===== src/verilog/srl_pkg.sv =====
// shared constants and types for the set/reset latch source selection block
package srl_pkg;

  // bus geometry
  localparam int WB_DW  = 32;
  localparam int ADDR_W = 4;
  localparam int SEL_W  = 4;
  localparam int REG_W  = 8;

  // register byte addresses
  localparam logic [ADDR_W-1:0] ADR_CONTROL_MAIN  = 4'h0;
  localparam logic [ADDR_W-1:0] ADR_SOURCE_EN     = 4'h4;
  localparam logic [ADDR_W-1:0] ADR_LATCH_STATUS  = 4'h8;

  // decoded register index
  localparam int REG_IDX_W = 2;
  localparam logic [REG_IDX_W-1:0] RIDX_CONTROL = 2'h0;
  localparam logic [REG_IDX_W-1:0] RIDX_SOURCE  = 2'h1;
  localparam logic [REG_IDX_W-1:0] RIDX_STATUS  = 2'h2;
  localparam logic [REG_IDX_W-1:0] RIDX_NONE    = 2'h3;

  // latch_control_main fields
  localparam int CM_MASTER_EN_BIT = 7;
  localparam int CM_DIV_LSB       = 4;
  localparam int DIV_SEL_W        = 3;
  localparam int CM_TRUE_OE_BIT   = 3;
  localparam int CM_INV_OE_BIT    = 2;
  localparam int CM_PULSE_SET_BIT = 1;
  localparam int CM_PULSE_RST_BIT = 0;

  // latch_source_enables fields: four set enables above four reset enables
  localparam int SE_SET_LSB   = 4;
  localparam int SE_RESET_LSB = 0;
  localparam int SRC_N        = 4;

  // source index inside each half
  localparam int SRC_CMP1   = 0;
  localparam int SRC_CMP2   = 1;
  localparam int SRC_CLK    = 2;
  localparam int SRC_PERIPH = 3;

  // external input index for the synchroniser
  localparam int EXT_N          = 4;
  localparam int EXT_CMP1       = 0;
  localparam int EXT_CMP2       = 1;
  localparam int EXT_PERIPH_SET = 2;
  localparam int EXT_PERIPH_RST = 3;

  // latch_status fields
  localparam int ST_LATCH_BIT = 7;
  localparam int ST_SET_BIT   = 6;
  localparam int ST_RST_BIT   = 5;
  localparam int ST_DIV_BIT   = 4;
  localparam int ST_EXT_LSB   = 0;

  // reset values
  localparam logic [REG_W-1:0]     CONTROL_RST   = 8'h00;
  localparam logic [REG_W-1:0]     SOURCE_EN_RST = 8'h00;
  localparam logic [DIV_SEL_W-1:0] DIV_SEL_RST   = 3'h0;

  // divider: shortest period is two to the DIV_MIN_LOG2, longest needs DIV_CNT_W bits
  localparam int DIV_MIN_LOG2 = 2;
  localparam int DIV_CNT_W    = 9;

  typedef enum logic [0:0] {
    SRL_BUS_IDLE = 1'b0,
    SRL_BUS_ACK  = 1'b1
  } srl_bus_state_t;

endpackage


===== src/verilog/srl_latch_top.sv =====
// set/reset latch with selectable set and reset sources, wishbone register slave
`timescale 1ns/1ps

// Summary of operation
// - divider pulse drives set when enabled
// - second comparator sets latch when enabled
// - first comparator sets latch when enabled
// - peripheral reset input resets latch when enabled
// - divider pulse drives reset when enabled
// - second comparator resets latch when enabled
// - first comparator resets latch when enabled
// - divider pulses every 4 to 512 cycles
// - software pulse bits strobe one cycle, read zero
// - latch works only with master enable set
// - latch state need not be reset
module srl_latch_top (
  // clock and reset
  input  wire logic                        clk_i,
  input  wire logic                        rst_i,
  // wishbone slave
  input  wire logic [srl_pkg::ADDR_W-1:0]  wb_adr_i,
  input  wire logic [srl_pkg::WB_DW-1:0]   wb_dat_i,
  output logic      [srl_pkg::WB_DW-1:0]   wb_dat_o,
  input  wire logic [srl_pkg::SEL_W-1:0]   wb_sel_i,
  input  wire logic                        wb_we_i,
  input  wire logic                        wb_cyc_i,
  input  wire logic                        wb_stb_i,
  output logic                             wb_ack_o,
  // latch sources from outside the clock domain
  input  wire logic                        periph_set_i,
  input  wire logic                        periph_reset_i,
  input  wire logic                        cmp1_i,
  input  wire logic                        cmp2_i,
  // latch output pins
  output logic                             q_o,
  output logic                             q_oe_o,
  output logic                             nq_o,
  output logic                             nq_oe_o
);
  import srl_pkg::*;

  // address decode shared by the read and write paths
  function automatic logic [REG_IDX_W-1:0] reg_index(input logic [ADDR_W-1:0] adr);
    if (adr == ADR_CONTROL_MAIN)
      reg_index = RIDX_CONTROL;
    else if (adr == ADR_SOURCE_EN)
      reg_index = RIDX_SOURCE;
    else if (adr == ADR_LATCH_STATUS)
      reg_index = RIDX_STATUS;
    else
      reg_index = RIDX_NONE;
  endfunction

  // bus handshake state
  srl_bus_state_t          bus_state_r;
  srl_bus_state_t          bus_state_nxt;
  logic [WB_DW-1:0]        rdata_r;
  logic [WB_DW-1:0]        rdata_nxt;
  logic                    req;
  logic                    wr_commit;
  logic                    lane0_wr;

  // control and enable registers
  logic                    master_en_r;
  logic                    master_en_nxt;
  logic [DIV_SEL_W-1:0]    div_sel_r;
  logic [DIV_SEL_W-1:0]    div_sel_nxt;
  logic                    true_oe_en_r;
  logic                    true_oe_en_nxt;
  logic                    inv_oe_en_r;
  logic                    inv_oe_en_nxt;
  logic                    soft_set_r;
  logic                    soft_set_nxt;
  logic                    soft_rst_r;
  logic                    soft_rst_nxt;
  logic [REG_W-1:0]        src_en_r;
  logic [REG_W-1:0]        src_en_nxt;

  // input synchroniser
  logic [EXT_N-1:0]        ext_raw;
  logic [EXT_N-1:0]        sync1_r;
  logic [EXT_N-1:0]        sync2_r;

  // latch core
  logic                    div_pulse;
  logic [SRC_N-1:0]        set_src;
  logic [SRC_N-1:0]        rst_src;
  logic [SRC_N-1:0]        set_term;
  logic [SRC_N-1:0]        rst_term;
  logic                    set_in;
  logic                    rst_in;
  logic                    latch_r;
  logic                    latch_nxt;
  logic                    q_oe_r;
  logic                    q_oe_nxt;
  logic                    nq_oe_r;
  logic                    nq_oe_nxt;

  // readback words
  logic [REG_W-1:0]        control_rd;
  logic [REG_W-1:0]        status_rd;

  // ------------------------------------------------------------------
  // wishbone classic: ack one cycle after the request, then dropped
  // ------------------------------------------------------------------
  assign req       = wb_cyc_i && wb_stb_i;
  assign wr_commit = req && wb_we_i && (bus_state_r == SRL_BUS_ACK);
  assign lane0_wr  = wr_commit && wb_sel_i[0];

  always_comb
  begin
    control_rd                                  = '0;
    control_rd[CM_MASTER_EN_BIT]                = master_en_r;
    control_rd[CM_DIV_LSB +: DIV_SEL_W]         = div_sel_r;
    control_rd[CM_TRUE_OE_BIT]                  = true_oe_en_r;
    control_rd[CM_INV_OE_BIT]                   = inv_oe_en_r;
    // pulse bits are write-only strobes and read as zero
    control_rd[CM_PULSE_SET_BIT]                = 1'b0;
    control_rd[CM_PULSE_RST_BIT]                = 1'b0;
    status_rd                                   = '0;
    status_rd[ST_LATCH_BIT]                     = latch_r;
    status_rd[ST_SET_BIT]                       = set_in;
    status_rd[ST_RST_BIT]                       = rst_in;
    status_rd[ST_DIV_BIT]                       = div_pulse;
    status_rd[ST_EXT_LSB +: EXT_N]              = sync2_r;
  end

  always_comb
  begin
    bus_state_nxt = bus_state_r;
    rdata_nxt     = rdata_r;
    case (bus_state_r)
      SRL_BUS_IDLE:
      begin
        if (req)
        begin
          bus_state_nxt = SRL_BUS_ACK;
          case (reg_index(wb_adr_i))
            RIDX_CONTROL: rdata_nxt = WB_DW'(control_rd);
            RIDX_SOURCE:  rdata_nxt = WB_DW'(src_en_r);
            RIDX_STATUS:  rdata_nxt = WB_DW'(status_rd);
            default:      rdata_nxt = '0;
          endcase
        end
      end
      SRL_BUS_ACK:
      begin
        bus_state_nxt = SRL_BUS_IDLE;
        rdata_nxt     = '0;
      end
      default:
      begin
        bus_state_nxt = SRL_BUS_IDLE;
        rdata_nxt     = '0;
      end
    endcase
  end

  always_ff @(posedge clk_i)
  begin
    if (rst_i)
    begin
      bus_state_r <= SRL_BUS_IDLE;
      rdata_r     <= '0;
    end
    else
    begin
      bus_state_r <= bus_state_nxt;
      rdata_r     <= rdata_nxt;
    end
  end

  assign wb_ack_o = (bus_state_r == SRL_BUS_ACK);
  assign wb_dat_o = rdata_r;

  // ------------------------------------------------------------------
  // register writes take effect on the edge that samples ack
  // ------------------------------------------------------------------
  always_comb
  begin
    master_en_nxt  = master_en_r;
    div_sel_nxt    = div_sel_r;
    true_oe_en_nxt = true_oe_en_r;
    inv_oe_en_nxt  = inv_oe_en_r;
    src_en_nxt     = src_en_r;
    soft_set_nxt   = 1'b0;
    soft_rst_nxt   = 1'b0;
    if (lane0_wr)
    begin
      if (reg_index(wb_adr_i) == RIDX_CONTROL)
      begin
        master_en_nxt  = wb_dat_i[CM_MASTER_EN_BIT];
        div_sel_nxt    = wb_dat_i[CM_DIV_LSB +: DIV_SEL_W];
        true_oe_en_nxt = wb_dat_i[CM_TRUE_OE_BIT];
        inv_oe_en_nxt  = wb_dat_i[CM_INV_OE_BIT];
        soft_set_nxt   = wb_dat_i[CM_PULSE_SET_BIT];
        soft_rst_nxt   = wb_dat_i[CM_PULSE_RST_BIT];
      end
      else if (reg_index(wb_adr_i) == RIDX_SOURCE)
      begin
        src_en_nxt = wb_dat_i[REG_W-1:0];
      end
    end
  end

  always_ff @(posedge clk_i)
  begin
    if (rst_i)
    begin
      master_en_r  <= CONTROL_RST[CM_MASTER_EN_BIT];
      div_sel_r    <= DIV_SEL_RST;
      true_oe_en_r <= CONTROL_RST[CM_TRUE_OE_BIT];
      inv_oe_en_r  <= CONTROL_RST[CM_INV_OE_BIT];
      soft_set_r   <= 1'b0;
      soft_rst_r   <= 1'b0;
      src_en_r     <= SOURCE_EN_RST;
    end
    else
    begin
      master_en_r  <= master_en_nxt;
      div_sel_r    <= div_sel_nxt;
      true_oe_en_r <= true_oe_en_nxt;
      inv_oe_en_r  <= inv_oe_en_nxt;
      soft_set_r   <= soft_set_nxt;
      soft_rst_r   <= soft_rst_nxt;
      src_en_r     <= src_en_nxt;
    end
  end

  // ------------------------------------------------------------------
  // two-stage synchroniser on the pin and comparator inputs
  // ------------------------------------------------------------------
  always_comb
  begin
    ext_raw                 = '0;
    ext_raw[EXT_CMP1]       = cmp1_i;
    ext_raw[EXT_CMP2]       = cmp2_i;
    ext_raw[EXT_PERIPH_SET] = periph_set_i;
    ext_raw[EXT_PERIPH_RST] = periph_reset_i;
  end

  always_ff @(posedge clk_i)
  begin
    if (rst_i)
    begin
      sync1_r <= '0;
      sync2_r <= '0;
    end
    else
    begin
      sync1_r <= ext_raw;
      sync2_r <= sync1_r;
    end
  end

  // ------------------------------------------------------------------
  // divider pulse source
  // ------------------------------------------------------------------
  srl_divider #(
    .CNT_W     (DIV_CNT_W)
  ) u_divider (
    .clk_i     (clk_i),
    .rst_i     (rst_i),
    .en_i      (master_en_r),
    .div_sel_i (div_sel_r),
    .pulse_o   (div_pulse)
  );

  // ------------------------------------------------------------------
  // source gating and combining
  // ------------------------------------------------------------------
  always_comb
  begin
    set_src             = '0;
    set_src[SRC_CMP1]   = sync2_r[EXT_CMP1];
    set_src[SRC_CMP2]   = sync2_r[EXT_CMP2];
    set_src[SRC_CLK]    = div_pulse;
    set_src[SRC_PERIPH] = sync2_r[EXT_PERIPH_SET];
    rst_src             = '0;
    rst_src[SRC_CMP1]   = sync2_r[EXT_CMP1];
    rst_src[SRC_CMP2]   = sync2_r[EXT_CMP2];
    rst_src[SRC_CLK]    = div_pulse;
    rst_src[SRC_PERIPH] = sync2_r[EXT_PERIPH_RST];
  end

  // each enable bit passes or blocks exactly one source
  genvar g;
  generate
    for (g = 0; g < SRC_N; g++)
    begin : g_gate
      assign set_term[g] = src_en_r[SE_SET_LSB + g] & set_src[g];
      assign rst_term[g] = src_en_r[SE_RESET_LSB + g] & rst_src[g];
    end
  endgenerate

  assign set_in = (|set_term) | soft_set_r;
  assign rst_in = (|rst_term) | soft_rst_r;

  // ------------------------------------------------------------------
  // latch core: reset input dominates when both are active
  // ------------------------------------------------------------------
  always_comb
  begin
    latch_nxt = latch_r;
    if (master_en_r)
    begin
      if (rst_in)
        latch_nxt = 1'b0;
      else if (set_in)
        latch_nxt = 1'b1;
    end
    q_oe_nxt  = master_en_r && true_oe_en_r;
    nq_oe_nxt = master_en_r && inv_oe_en_r;
  end

  always_ff @(posedge clk_i)
  begin
    if (rst_i)
    begin
      // latch content is not meaningful after reset; cleared only to avoid X
      latch_r <= 1'b0;
      q_oe_r  <= 1'b0;
      nq_oe_r <= 1'b0;
    end
    else
    begin
      latch_r <= latch_nxt;
      q_oe_r  <= q_oe_nxt;
      nq_oe_r <= nq_oe_nxt;
    end
  end

  assign q_o     = latch_r;
  assign nq_o    = ~latch_r;
  assign q_oe_o  = q_oe_r;
  assign nq_oe_o = nq_oe_r;

endmodule // srl_latch_top


===== src/verilog/srl_divider.sv =====
// periodic one-cycle pulse generator for the latch clock source
`timescale 1ns/1ps
module srl_divider #(
  parameter int CNT_W = srl_pkg::DIV_CNT_W
) (
  // clock and reset
  input  wire logic                         clk_i,
  input  wire logic                         rst_i,
  // control
  input  wire logic                         en_i,
  input  wire logic [srl_pkg::DIV_SEL_W-1:0] div_sel_i,
  // pulse out
  output logic                              pulse_o
);
  import srl_pkg::*;

  logic [CNT_W-1:0] cnt_r;
  logic [CNT_W-1:0] cnt_nxt;
  logic             pulse_r;
  logic             pulse_nxt;
  logic [CNT_W:0]   span;
  logic [CNT_W-1:0] mask;

  // period is 4 shifted left by the select code
  always_comb
  begin
    span      = (CNT_W+1)'(1) << (DIV_MIN_LOG2 + int'(div_sel_i));
    mask      = CNT_W'(span - 1'b1);
    cnt_nxt   = en_i ? CNT_W'(cnt_r + 1'b1) : '0;
    pulse_nxt = en_i && ((cnt_r & mask) == mask);
  end

  always_ff @(posedge clk_i)
  begin
    if (rst_i)
    begin
      cnt_r   <= '0;
      pulse_r <= 1'b0;
    end
    else
    begin
      cnt_r   <= cnt_nxt;
      pulse_r <= pulse_nxt;
    end
  end

  assign pulse_o = pulse_r;

endmodule // srl_divider


===== config.mk =====
export PLATFORM = sky130hd
export DESIGN_NAME = srl_latch_top
export DESIGN_NICKNAME = d
export VERILOG_FILES = /design/src/verilog/srl_pkg.sv /design/src/verilog/srl_latch_top.sv /design/src/verilog/srl_divider.sv
export SDC_FILE = /design/constraint.sdc
export NUM_CORES = 1
export LEC_CHECK = 0
export CORE_ASPECT_RATIO = 1.2
export CORE_MARGIN = 1.5
export CORE_UTILIZATION = 46
export CTS_BUF_LIST = sky130_fd_sc_hd__clkbuf_4
export DETAILED_ROUTE_END_ITERATION = 10
export DONT_BUFFER_PORTS = 1
export PLACE_DENSITY = 0.67
export SYNTH_ARGS = -nofsm -noshare
export SYNTH_HDL_FRONTEND = slang
export SYNTH_SLANG_ARGS = --single-unit
export TNS_END_PERCENT = 20

===== constraint.sdc =====
create_clock -name clk_i -period 2.1 [get_ports clk_i]
set_clock_uncertainty 0.05 [all_clocks]
set_input_delay 0.315 -clock clk_i [delete_from_list [all_inputs] [get_ports clk_i]]
set_output_delay 0.315 -clock clk_i [all_outputs]
set_load 0.02 [all_outputs]

After elaboration in Yosys (flattened, before gate mapping)
Cells that the tools add are included.

cells by class
  add/subtract/negate cells = 3
  eq/ne operators = 7
  shift operators = 1
  mux-type cells = 15
  bitwise logic cells = 16
  reductions and logical operators = 18

operators by type and width
  kind                                                                 count
  32-bit case mux with 2 select lines                                  1
  32-bit two-way mux                                                   1
  1-bit by 32-bit left shift with 9-bit output (first input constant)  1
  8-bit case mux with 3 select lines                                   1
  2-bit two-way mux                                                    7
  9-bit by 1-bit adder with 9-bit output (second input constant)       1
  9-bit AND                                                            1
  9-bit == test                                                        1
  9-bit by 1-bit subtractor with 9-bit output (second input constant)  1
  1-bit AND                                                            8
  4-bit OR reduction                                                   2
  1-bit logical AND                                                    7
  1-bit inverter                                                       5
  2-bit by 3-bit adder with 4-bit output (first input constant)        1
  2-bit by 1-bit == test with 1-bit output (second input constant)     2
  4-bit by 3-bit == test with 1-bit output (second input constant)     1
  4-bit == test (second input constant)                                1
  2-bit logical NOT                                                    2
  4-bit logical NOT                                                    1
  1-bit two-way mux                                                    4
  2-bit AND reduction                                                  2
  3-bit AND reduction                                                  1
  3-bit OR reduction                                                   1
  2-bit == test (second input constant)                                1
  5 further kinds                                                      6

word-level totals
  register bits after elaboration = 70
  input port bits = 49
  output and inout bits = 37
  logic and storage cells = 76

Depth between registers and ports, before layout
Gate-level depths: netlist (run 1).

  depth after elaboration = 10
  depth in mapped cells = 11
  depth with buffers taken out = 9

Cells and area by module
Synthesis (run 1) repeated with hierarchy kept, for this count alone.

second synthesis, totals
  cell total of the unflattened synthesis = 243
  area total of the unflattened synthesis = 2348.5 sq um

modules (own cells, without submodules)
  module         times used  cells an instance  area each (sq um)  seq. area each (sq um)
  srl_latch_top  1           174                1716.6             720.7
  srl_divider    1           69                 631.9              200.2

Worst setup path before layout (run 1)
Ideal clock, no wire load.

  path kind = register -> register
  start point = reg div_sel_r[2]
  end point = reg u_divider.pulse_r (netlist: u_divider.pulse_o)
  library setup time = 0.078 ns
  arrival = 1.916 ns
  required time = 1.972 ns
  slack = 0.056 ns
  cell stages (with the launch flop) = 12
  buffers on the path = 2
  period minus slack after synthesis = 2.044 ns
  cell sequence = dfxtp_1 > ha_1 > clkbuf_1 > nor2_1 > nand3_1 > ha_1 > clkbuf_1 > nor2_1 > mux2_2 > a32oi_1 > o22ai_1 > nor3_1

on the way
  longest elaborated chain between the ends = 6

RTL lines
  element                                           line                  RTL
  start, declared                                   srl_latch_top.sv:66   logic [DIV_SEL_W-1:0] div_sel_r;
  start signal, assigned                            srl_latch_top.sv:221  div_sel_r <= div_sel_nxt;
  2-bit by 3-bit adder with 4-bit output (*)        srl_divider.sv:27     span = (CNT_W+1)'(1) << (DIV_MIN_LOG2 + int'(div_sel_i));
  1-bit by 32-bit left shift with 9-bit output (*)  srl_divider.sv:27
  9-bit by 1-bit subtractor with 9-bit output (*)   srl_divider.sv:28     mask = CNT_W'(span - 1'b1);
  9-bit AND                                         srl_divider.sv:30     pulse_nxt = en_i && ((cnt_r & mask) == mask);
  9-bit == test (*)                                 srl_divider.sv:30
  1-bit logical AND (*)                             srl_divider.sv:30
  end signal, assigned                              srl_divider.sv:43     pulse_r <= pulse_nxt;
  end, declared                                     srl_divider.sv:19     logic pulse_r;

Mark *: on every way between the ends. The rest lies on a longest branch, timed or not.
A chain may end at the register's enable or synchronous reset.

Final worst setup path (run 1)
  start point = reg bus_state_r (netlist: wb_ack_o)
  end point = reg inv_oe_en_r

on the way
  longest elaborated chain between the ends = 3

RTL lines
  element                               line                  RTL
  start, declared                       srl_latch_top.sv:55   srl_bus_state_t bus_state_r;
  start signal, assigned                srl_latch_top.sv:168  bus_state_r <= bus_state_nxt;
  1-bit logical AND                     srl_latch_top.sv:107  assign wr_commit = req && wb_we_i && (bus_state_r == SRL_BUS_ACK);
  1-bit logical AND                     srl_latch_top.sv:108  assign lane0_wr = wr_commit && wb_sel_i[0];
  2-bit AND reduction (no source line)  --
  end signal, assigned                  srl_latch_top.sv:213  inv_oe_en_r <= CONTROL_RST[CM_INV_OE_BIT];
  end signal, assigned                  srl_latch_top.sv:223  inv_oe_en_r <= inv_oe_en_nxt;
  end, declared                         srl_latch_top.sv:70   logic inv_oe_en_r;

Every way passes these cells.

==> impl_metrics.prom, run 1 <==
# TYPE chip_impl_metric gauge
chip_impl_info{name="mostFrequentLayoutCell",value="sky130_fd_sc_hd__dfxtp_1"} 1
chip_impl_info{name="min_path_type",value="in2reg"} 1
chip_impl_metric{name="yosysWarnings",unit=""} 0
chip_impl_metric{name="nets",unit=""} 302
chip_impl_metric{name="mappedNetlistArea",unit="sq mm"} 0.00217
chip_impl_metric{name="power_frac_clock",unit="%"} 31.2
chip_impl_metric{name="vias",unit=""} 1596
chip_impl_info{name="status",value="completed"} 1
chip_impl_metric{name="grt_antenna_before_repair",unit=""} 0
chip_impl_metric{name="grt_use_total",unit="%"} 16.8
chip_impl_metric{name="seqPwrFrac",unit="%"} 63.2
chip_impl_metric{name="synth_top_area_share",unit="%"} 42.5
chip_impl_metric{name="max_clock_freq",unit="MHz"} 508
chip_impl_metric{name="data_arrival_critical_path",unit="ns"} 2.14
chip_impl_metric{name="setup_violations",unit=""} 0
chip_impl_metric{name="largest_net_degree_at_the_start_of_global_routing",unit=""} 28
chip_impl_metric{name="synth.yosys.seq_area_share",unit="%"} 42.5
chip_impl_metric{name="timing_hold_violations_final",unit=""} 0
chip_impl_metric{name="timing.max_slew.rel_slack",unit="%"} 33.4
chip_impl_metric{name="place.gp.congestion",unit=""} 0.811
chip_impl_metric{name="clkLatencyLatePin",unit="ns"} 0.36
chip_impl_metric{name="design.die.area",unit="sq mm"} 0.00513
chip_impl_metric{name="synth_cell_types",unit=""} 40
chip_impl_metric{name="route.detailed.drc",unit=""} 0
chip_impl_metric{name="drt_iter0_drc",unit=""} 49
chip_impl_metric{name="tightest_slew",unit="ns"} 0.996
chip_impl_metric{name="post_route_cells_drive_above_1_share",unit="%"} 7.97
chip_impl_info{name="cts_tree",value="built"} 1
chip_impl_metric{name="comb_power_share",unit="%"} 5.6
chip_impl_metric{name="internal-power",unit="W"} 0.00104
chip_impl_metric{name="switching_share",unit="%"} 25.9
chip_impl_metric{name="finalSetupTns",unit="ns"} 0
chip_impl_metric{name="worst-path-max-fanout",unit=""} 7
chip_impl_metric{name="h-tree-depth",unit=""} 2
chip_impl_metric{name="starting_density",unit="%"} 47.5
chip_impl_metric{name="cts_buffers",unit=""} 5
chip_impl_metric{name="max-cap-violations",unit=""} 0
chip_impl_metric{name="wl",unit="mm"} 4.09
chip_impl_metric{name="layout.core_utilization",unit="%"} 49.7
chip_impl_metric{name="global_route_wire_length_before_repair",unit="mm"} 6.71
chip_impl_metric{name="io_pins",unit=""} 86
chip_impl_metric{name="post-cts-setup-buffer-count",unit=""} 0
chip_impl_metric{name="via_count_of_the_first_global_routing_pass",unit=""} 1451
chip_impl_info{name="synth-main-ff-cell",value="sky130_fd_sc_hd__dfxtp_1"} 1
chip_impl_metric{name="clock_path_buffers",unit=""} 2
chip_impl_metric{name="detail-route-antenna-nets",unit=""} 0
chip_impl_metric{name="layout.filler_cells",unit=""} 462
chip_impl_metric{name="clkSinkCount",unit=""} 46
chip_impl_metric{name="n_antenna_cell",unit=""} 0
chip_impl_metric{name="slew_viol_final",unit=""} 0
chip_impl_metric{name="register_to_register_path_setup_slack",unit="ns"} 0.13
chip_impl_metric{name="period_share",unit="%"} 93.8
chip_impl_metric{name="syn_avg_cell_area",unit="sq um"} 8.88
chip_impl_info{name="final_cell_mix",value="sky130_fd_sc_hd__dfxtp_1 (45), sky130_fd_sc_hd__nor2_1 (25), sky130_fd_sc_hd__conb_1 (24), sky130_fd_sc_hd__mux2i_1 (19), sky130_fd_sc_hd__nor2b_1 (15)"} 1
chip_impl_info{name="category_of_the_worst_setup_path_capture_point",value="flop"} 1
chip_impl_metric{name="detailed_place_hpwl",unit="mm"} 3.12
chip_impl_metric{name="peakVddDrop",unit="uV"} 500
chip_impl_metric{name="post_dr_vias_cell",unit=""} 5.17
chip_impl_metric{name="global_route.overflow_total",unit=""} 0
chip_impl_info{name="ws_path_type",value="reg2reg"} 1
chip_impl_metric{name="power.static_leakage",unit="nW"} 0.865
chip_impl_info{name="synth_area_leaders",value="sky130_fd_sc_hd__dfxtp_1 (42%), sky130_fd_sc_hd__mux2i_1 (8.8%), sky130_fd_sc_hd__buf_4 (8.7%), sky130_fd_sc_hd__nor2_1 (4.5%), sky130_fd_sc_hd__nor2b_1 (4.3%)"} 1
chip_impl_metric{name="post_synth_inst_count",unit=""} 244
chip_impl_metric{name="wire_per_inst",unit="microns"} 13.2
chip_impl_metric{name="die_width",unit="microns"} 65.7
chip_impl_metric{name="period_minus_slack",unit="ns"} 1.97
chip_impl_info{name="unrepaired_setup_endpoints_after_global_routing",value="no"} 1
chip_impl_metric{name="numPortBuffers",unit=""} 0
chip_impl_metric{name="fp.coreArea",unit="sq mm"} 0.00456
chip_impl_metric{name="hold_path_depth",unit=""} 1
chip_impl_metric{name="drt_pre_antenna_iters",unit=""} 4
chip_impl_info{name="critical_path.startpoint_type",value="flop"} 1
chip_impl_metric{name="number_of_cells_traversed_by_the_worst_register_to_register_path",unit=""} 5
chip_impl_metric{name="netSwitchingPower",unit="W"} 0.000362
chip_impl_metric{name="synth_enable_flop_cells",unit=""} 0
chip_impl_metric{name="ys_async_sr_fraction",unit="%"} 0
chip_impl_metric{name="area.growth.synth_to_final",unit="%"} 4.62
chip_impl_info{name="clk_root_buffer_cell",value="sky130_fd_sc_hd__clkbuf_4"} 1
chip_impl_metric{name="die_h",unit="microns"} 78.2
chip_impl_info{name="synth_largest_area_cell",value="sky130_fd_sc_hd__dfxtp_1"} 1
chip_impl_metric{name="placementRows",unit=""} 27
chip_impl_metric{name="power_density",unit="mW/mm^2"} 618
chip_impl_metric{name="yosys_register_bits",unit=""} 46
chip_impl_metric{name="cp_data_required_time",unit="ns"} 2.27
chip_impl_metric{name="clk_pin_slew",unit="ns"} 0.14
[path summary, 6_finish.rpt]
kind | start | to
setup / recovery | wb_ack_o | inv_oe_en_r
hold / removal | wb_dat_i[0] | soft_rst_r
setup reg to reg | wb_ack_o | inv_oe_en_r
hold reg to reg | sync1_r[0] | sync2_r[0]
[metrics by stage]
| step | setup WS (ns) | cells | total power (W) | hold WS (ns) | instance area, sq um |
|---|---|---|---|---|---|
| floorplan | 0.0564 | 267 | 0.00101 | 0.364 | 2250 |
| global placement | 0.0738 | 295 | 0.000965 | 0.342 | 2140 |
| detailed placement | 0.0587 | 295 | 0.000966 | 0.343 | 2140 |
| CTS | 0.0342 | 305 | 0.00141 | 0.00848 | 2220 |
| global route | 0.0104 | 309 | 0.00145 | 0.00365 | 2270 |
| finish | 0.131 | 309 | 0.00140 | 0.0252 | 2270 |
[power groups by stage]
| stage | Combinational (W) | Sequential (W) | Clock [W] |
|---|---|---|---|
| CTS | 0.0000724 | 0.000885 | 0.000450 |
| global route | 0.0000848 | 0.000886 | 0.000481 |
| detailed placement | 0.0000617 | 0.000904 | 0 |
| floorplan | 0.000104 | 0.000904 | 0 |
| finish | 0.0000787 | 0.000885 | 0.000437 |
| global placement | 0.0000614 | 0.000904 | 0 |
[kinds of logic after synthesis]
family                     Yosys count  synth area share, %
and+or+nand+nor                     83                 19.2
DFF                                 46                 42.5
AOI/OAI and AO/OA                   43                 12.7
buffers and inverters               42                 12.0
muxes                               20                 9.30
xor gates and xnor gates             6                 2.43
adders and majority gates            3                 1.73
other                                1                0.173
[repair_timing]
item                       in CTS  in global routing
gates resized for setup         0                  3
hold buffers                    2                  4
hold endpoints to repair       28                  4
setup endpoints to repair       0                  1
[synth_stat cells, types with 4 or more instances]
library cell and n:
sky130_fd_sc_hd__dfxtp_1 46, sky130_fd_sc_hd__nor2_1 26, sky130_fd_sc_hd__buf_4 25, sky130_fd_sc_hd__mux2i_1 19
sky130_fd_sc_hd__nor2b_1 15, sky130_fd_sc_hd__a21oi_1 13, sky130_fd_sc_hd__nand2_1 12, sky130_fd_sc_hd__o21ai_0 11
sky130_fd_sc_hd__clkbuf_1 10, sky130_fd_sc_hd__nand3_1 7, sky130_fd_sc_hd__and2_1 6, sky130_fd_sc_hd__nor3_1 6
sky130_fd_sc_hd__inv_1 5, sky130_fd_sc_hd__a22o_1 4
[critical path, stage by stage, from the launching register on]
cell and delay, ns:
sky130_fd_sc_hd__dfxtp_1 0.43, sky130_fd_sc_hd__nand3_1 0.08, sky130_fd_sc_hd__or4_1 0.46, sky130_fd_sc_hd__or3_1 0.54, sky130_fd_sc_hd__mux2i_1 0.22, sky130_fd_sc_hd__nor2_1 0.05
[metal layers]
metal  global-route usage [%]  vias to the layer above  wire [microns]
met2                     29.2                       37            2140
met5                        0                        -               0
li1                         -                      806               -
met1                     18.4                      748            1680
met4                     5.83                        0              36
met3                     6.16                        5             234
[final cells by class]
class                           instances  area, sq um  share of cell area [%]
Multi-Input combinational cell        179         1080                    47.6
Sequential cell                        46          922                    40.7
Timing Repair Buffer                   13          113                    4.97
Tap cell                               58         72.6                    3.20
Clock inverter                          3         25.0                    1.10
Clock buffer                            5         37.5                    1.66
Inverter                                5         18.8                   0.828
[flip-flops by register name, summed over array words and instances, names as in the netlist]
signal             count
u_divider.cnt_r        9
src_en_r               8
wb_dat_o               8
sync1_r                4
sync2_r                4
div_sel_r              3
inv_oe_en_r            1
master_en_r            1
nq_oe_o                1
q_o                    1
q_oe_o                 1
soft_rst_r             1
soft_set_r             1
true_oe_en_r           1
u_divider.pulse_o      1
wb_ack_o               1
(Power assumes the default switching activity.)
==> run 2, diff against run 1 <==
--- a/config.mk
+++ b/config.mk
@@ -11,8 +11,8 @@
 export CTS_BUF_LIST = sky130_fd_sc_hd__clkbuf_4
 export DETAILED_ROUTE_END_ITERATION = 10
 export DONT_BUFFER_PORTS = 1
-export PLACE_DENSITY = 0.67
+export PLACE_DENSITY = 0.65
 export SYNTH_ARGS = -nofsm -noshare
 export SYNTH_HDL_FRONTEND = slang
 export SYNTH_SLANG_ARGS = --single-unit
-export TNS_END_PERCENT = 20
+export TNS_END_PERCENT = 30
==> constraint.sdc (replaced) <==
create_clock -name clk_i -period 2.5 [get_ports clk_i]
set_clock_uncertainty 0.05 [all_clocks]
set_input_delay 0.375 -clock clk_i [delete_from_list [all_inputs] [get_ports clk_i]]
set_output_delay 0.375 -clock clk_i [all_outputs]
set_load 0.02 [all_outputs]
==> run 2 against run 1 <==
Hold slack improved by 0.054 ns; power is 2.9% lower; via count shrank 1.7%; first-iteration DRC count rose by 41%; flip-flop and latch count stayed put; routed wire length rose by 5.3%; combinational power down 21%; maximum frequency fell by 6.3%.
==> impl_metrics.prom, run 2 (synthesis gave the netlist of run 1 again) <==
# TYPE chip_impl_metric gauge
chip_impl_info{name="status",value="completed"} 1
chip_impl_metric{name="max_reg_flops",unit=""} 9
chip_impl_metric{name="timing_hold_violations_final",unit=""} 0
chip_impl_metric{name="peakVddDrop",unit="uV"} 364
chip_impl_metric{name="cts_buffers",unit=""} 5
chip_impl_metric{name="number_of_cells_traversed_by_the_worst_register_to_register_path",unit=""} 5
chip_impl_metric{name="detail-route-antenna-nets",unit=""} 0
chip_impl_metric{name="drt_pre_antenna_iters",unit=""} 5
chip_impl_info{name="holdCritStartpoint",value="wb_dat_i[0]"} 1
chip_impl_metric{name="wl",unit="mm"} 4.31
chip_impl_metric{name="fp.coreArea",unit="sq mm"} 0.00456
chip_impl_metric{name="wire_per_inst",unit="microns"} 14.3
chip_impl_info{name="ws_path_type",value="reg2reg"} 1
chip_impl_metric{name="internal-power",unit="W"} 0.00107
chip_impl_metric{name="global_route.overflow_total",unit=""} 0
chip_impl_metric{name="worst-path-max-fanout",unit=""} 7
chip_impl_metric{name="largest_net_degree_at_the_start_of_global_routing",unit=""} 29
chip_impl_metric{name="power.static_leakage",unit="nW"} 0.854
chip_impl_metric{name="vias",unit=""} 1569
chip_impl_info{name="min_path_type",value="in2reg"} 1
chip_impl_info{name="slowest_stage",value="sky130_fd_sc_hd__or3_1"} 1
chip_impl_info{name="worstHoldEndpoint",value="soft_rst_r"} 1
chip_impl_metric{name="detailed_place_hpwl",unit="mm"} 3.06
chip_impl_metric{name="timing.critical_path.slowest_cell_delay",unit="ns"} 0.56
chip_impl_metric{name="timing.max_slew.rel_slack",unit="%"} 56.8
chip_impl_metric{name="grt_use_total",unit="%"} 17.6
chip_impl_metric{name="switching_share",unit="%"} 21.6
chip_impl_metric{name="numPortBuffers",unit=""} 0
chip_impl_metric{name="register_to_register_path_setup_slack",unit="ns"} 0.40
chip_impl_metric{name="finalSetupTns",unit="ns"} 0
chip_impl_metric{name="power_frac_clock",unit="%"} 40.7
chip_impl_metric{name="data_arrival_critical_path",unit="ns"} 2.29
chip_impl_info{name="cts_tree",value="built"} 1
chip_impl_metric{name="clock_path_buffers",unit=""} 2
chip_impl_info{name="r2r-start",value="wb_ack_o"} 1
chip_impl_metric{name="place.gp.congestion",unit=""} 0.786
chip_impl_info{name="mostFrequentLayoutCell",value="sky130_fd_sc_hd__dfxtp_1"} 1
chip_impl_metric{name="post_route_cells_drive_above_1_share",unit="%"} 5.33
chip_impl_metric{name="placementRows",unit=""} 27
chip_impl_metric{name="netSwitchingPower",unit="W"} 0.000294
chip_impl_info{name="unrepaired_setup_endpoints_after_global_routing",value="no"} 1
chip_impl_metric{name="drt_iter0_drc",unit=""} 69
chip_impl_info{name="reg2reg_to",value="true_oe_en_r"} 1
chip_impl_metric{name="period_share",unit="%"} 84.1
chip_impl_metric{name="starting_density",unit="%"} 47.5
chip_impl_metric{name="slew_viol_final",unit=""} 0
chip_impl_metric{name="design.die.area",unit="sq mm"} 0.00513
chip_impl_metric{name="cts.hold.buffers_added",unit=""} 1
chip_impl_metric{name="comb_power_share",unit="%"} 4.5
chip_impl_metric{name="seqPwrFrac",unit="%"} 54.7
chip_impl_info{name="family_with_the_most_delay_on_the_worst_path",value="simple AND/OR/NAND/NOR gates"} 1
chip_impl_metric{name="critical_path_buf_inv_count",unit=""} 0
chip_impl_metric{name="period_minus_slack",unit="ns"} 2.10
chip_impl_metric{name="grt_antenna_before_repair",unit=""} 0
chip_impl_metric{name="hold_path_depth",unit=""} 1
chip_impl_info{name="critical_path.startpoint_type",value="flop"} 1
chip_impl_metric{name="post_cts.resized_instances",unit=""} 0
chip_impl_metric{name="clkLatencyLatePin",unit="ns"} 0.36
chip_impl_metric{name="route.detailed.drc",unit=""} 0
chip_impl_metric{name="nets",unit=""} 295
chip_impl_info{name="crit_chain",value="nand3_1 > or4_1 > or3_1 > mux2i_1 > nor2_1"} 1
chip_impl_metric{name="clk_pin_slew",unit="ns"} 0.14
chip_impl_metric{name="fin_total_pwr",unit="W"} 0.00136
chip_impl_metric{name="global_route_wire_length_before_repair",unit="mm"} 7.00
chip_impl_metric{name="post_dr_vias_cell",unit=""} 5.20
chip_impl_info{name="final_cell_mix",value="sky130_fd_sc_hd__dfxtp_1 (46), sky130_fd_sc_hd__nor2_1 (26), sky130_fd_sc_hd__conb_1 (24), sky130_fd_sc_hd__mux2i_1 (19), sky130_fd_sc_hd__nor2b_1 (15)"} 1
chip_impl_info{name="category_of_the_worst_setup_path_capture_point",value="flop"} 1
chip_impl_info{name="largest-register",value="u_divider.cnt_r"} 1
chip_impl_metric{name="clkSinkCount",unit=""} 46
chip_impl_info{name="clk_root_buffer_cell",value="sky130_fd_sc_hd__clkbuf_4"} 1
chip_impl_metric{name="h-tree-depth",unit=""} 2
chip_impl_metric{name="die_width",unit="microns"} 65.7
chip_impl_metric{name="setup_violations",unit=""} 0
chip_impl_metric{name="max-cap-violations",unit=""} 0
chip_impl_metric{name="via_count_of_the_first_global_routing_pass",unit=""} 1474
chip_impl_metric{name="io_pins",unit=""} 86
chip_impl_metric{name="power_density",unit="mW/mm^2"} 606
chip_impl_metric{name="n_antenna_cell",unit=""} 0
chip_impl_metric{name="tightest_slew",unit="ns"} 0.646
chip_impl_metric{name="die_h",unit="microns"} 78.2
chip_impl_metric{name="post-cts-setup-buffer-count",unit=""} 0
chip_impl_metric{name="max_clock_freq",unit="MHz"} 476
chip_impl_metric{name="cp_data_required_time",unit="ns"} 2.69
chip_impl_metric{name="area.growth.synth_to_final",unit="%"} 3.58
## run 2: worst max path at each step
stage	cells past startpoint	endpoint	from	slack, ns
final	5	true_oe_en_r	wb_ack_o	0.40
after global routing	5	src_en_r[3]	wb_ack_o	0.29
after CTS	4	master_en_r	wb_ack_o	0.39
after detailed placement	5	true_oe_en_r	wb_ack_o	0.44
after global placement	4	master_en_r	wb_ack_o	0.46
after floorplan	11	u_divider.pulse_o	div_sel_r[2]	0.46
## run 2: cell type report
| class | count | area, sq um |
|---|---|---|
| well taps | 58 | 72.6 |
| flip-flops and latches | 46 | 921 |
| clock inverters | 3 | 68.8 |
| inverters | 5 | 18.8 |
| fillers | 449 | 2320 |
| multi-input cells | 179 | 1070 |
| repair buffers | 6 | 52.6 |
| clock buffers | 5 | 37.5 |
## run 2: layer usage
| metal | track usage (%) | vias to the layer above | routed length (microns) |
|---|---|---|---|
| met5 | 0 | - | 0 |
| met3 | 6.02 | 6 | 281 |
| met1 | 20.5 | 738 | 1820 |
| met2 | 29.5 | 40 | 2150 |
| met4 | 6.67 | 0 | 54 |
| li1 | - | 785 | - |
## run 2: worst register-to-register path: cells and delay by family (launching register included)
kind | cells | cell delay (ns)
DFF | 1 | 0.55
muxes | 1 | 0.24
and+or+nand+nor | 4 | 1.15
## run 2: power groups by stage
| stage | Clock (W) | Sequential (W) | Combinational, W |
|---|---|---|---|
| detailed placement | 0 | 0.000760 | 0.0000503 |
| CTS | 0.000569 | 0.000744 | 0.0000530 |
| floorplan | 0 | 0.000759 | 0.0000873 |
| global placement | 0 | 0.000760 | 0.0000499 |
| finish | 0.000554 | 0.000744 | 0.0000618 |
| global route | 0.000601 | 0.000745 | 0.0000674 |
## run 2: stage by stage
stage          area, sq um  cells  worst slack [ns]  hold WS, ns  utilization, %
4_1_cts               2220    300             0.393     0.000678            48.8
3_5_place_dp          2110    291             0.441        0.380            46.2
5_1_grt               2240    302             0.287       0.0448            49.2
2_1_floorplan         2250    267             0.456        0.364               -
3_3_place_gp          2110    291             0.458        0.370            46.2
6_report              2240    302             0.398       0.0793            49.2
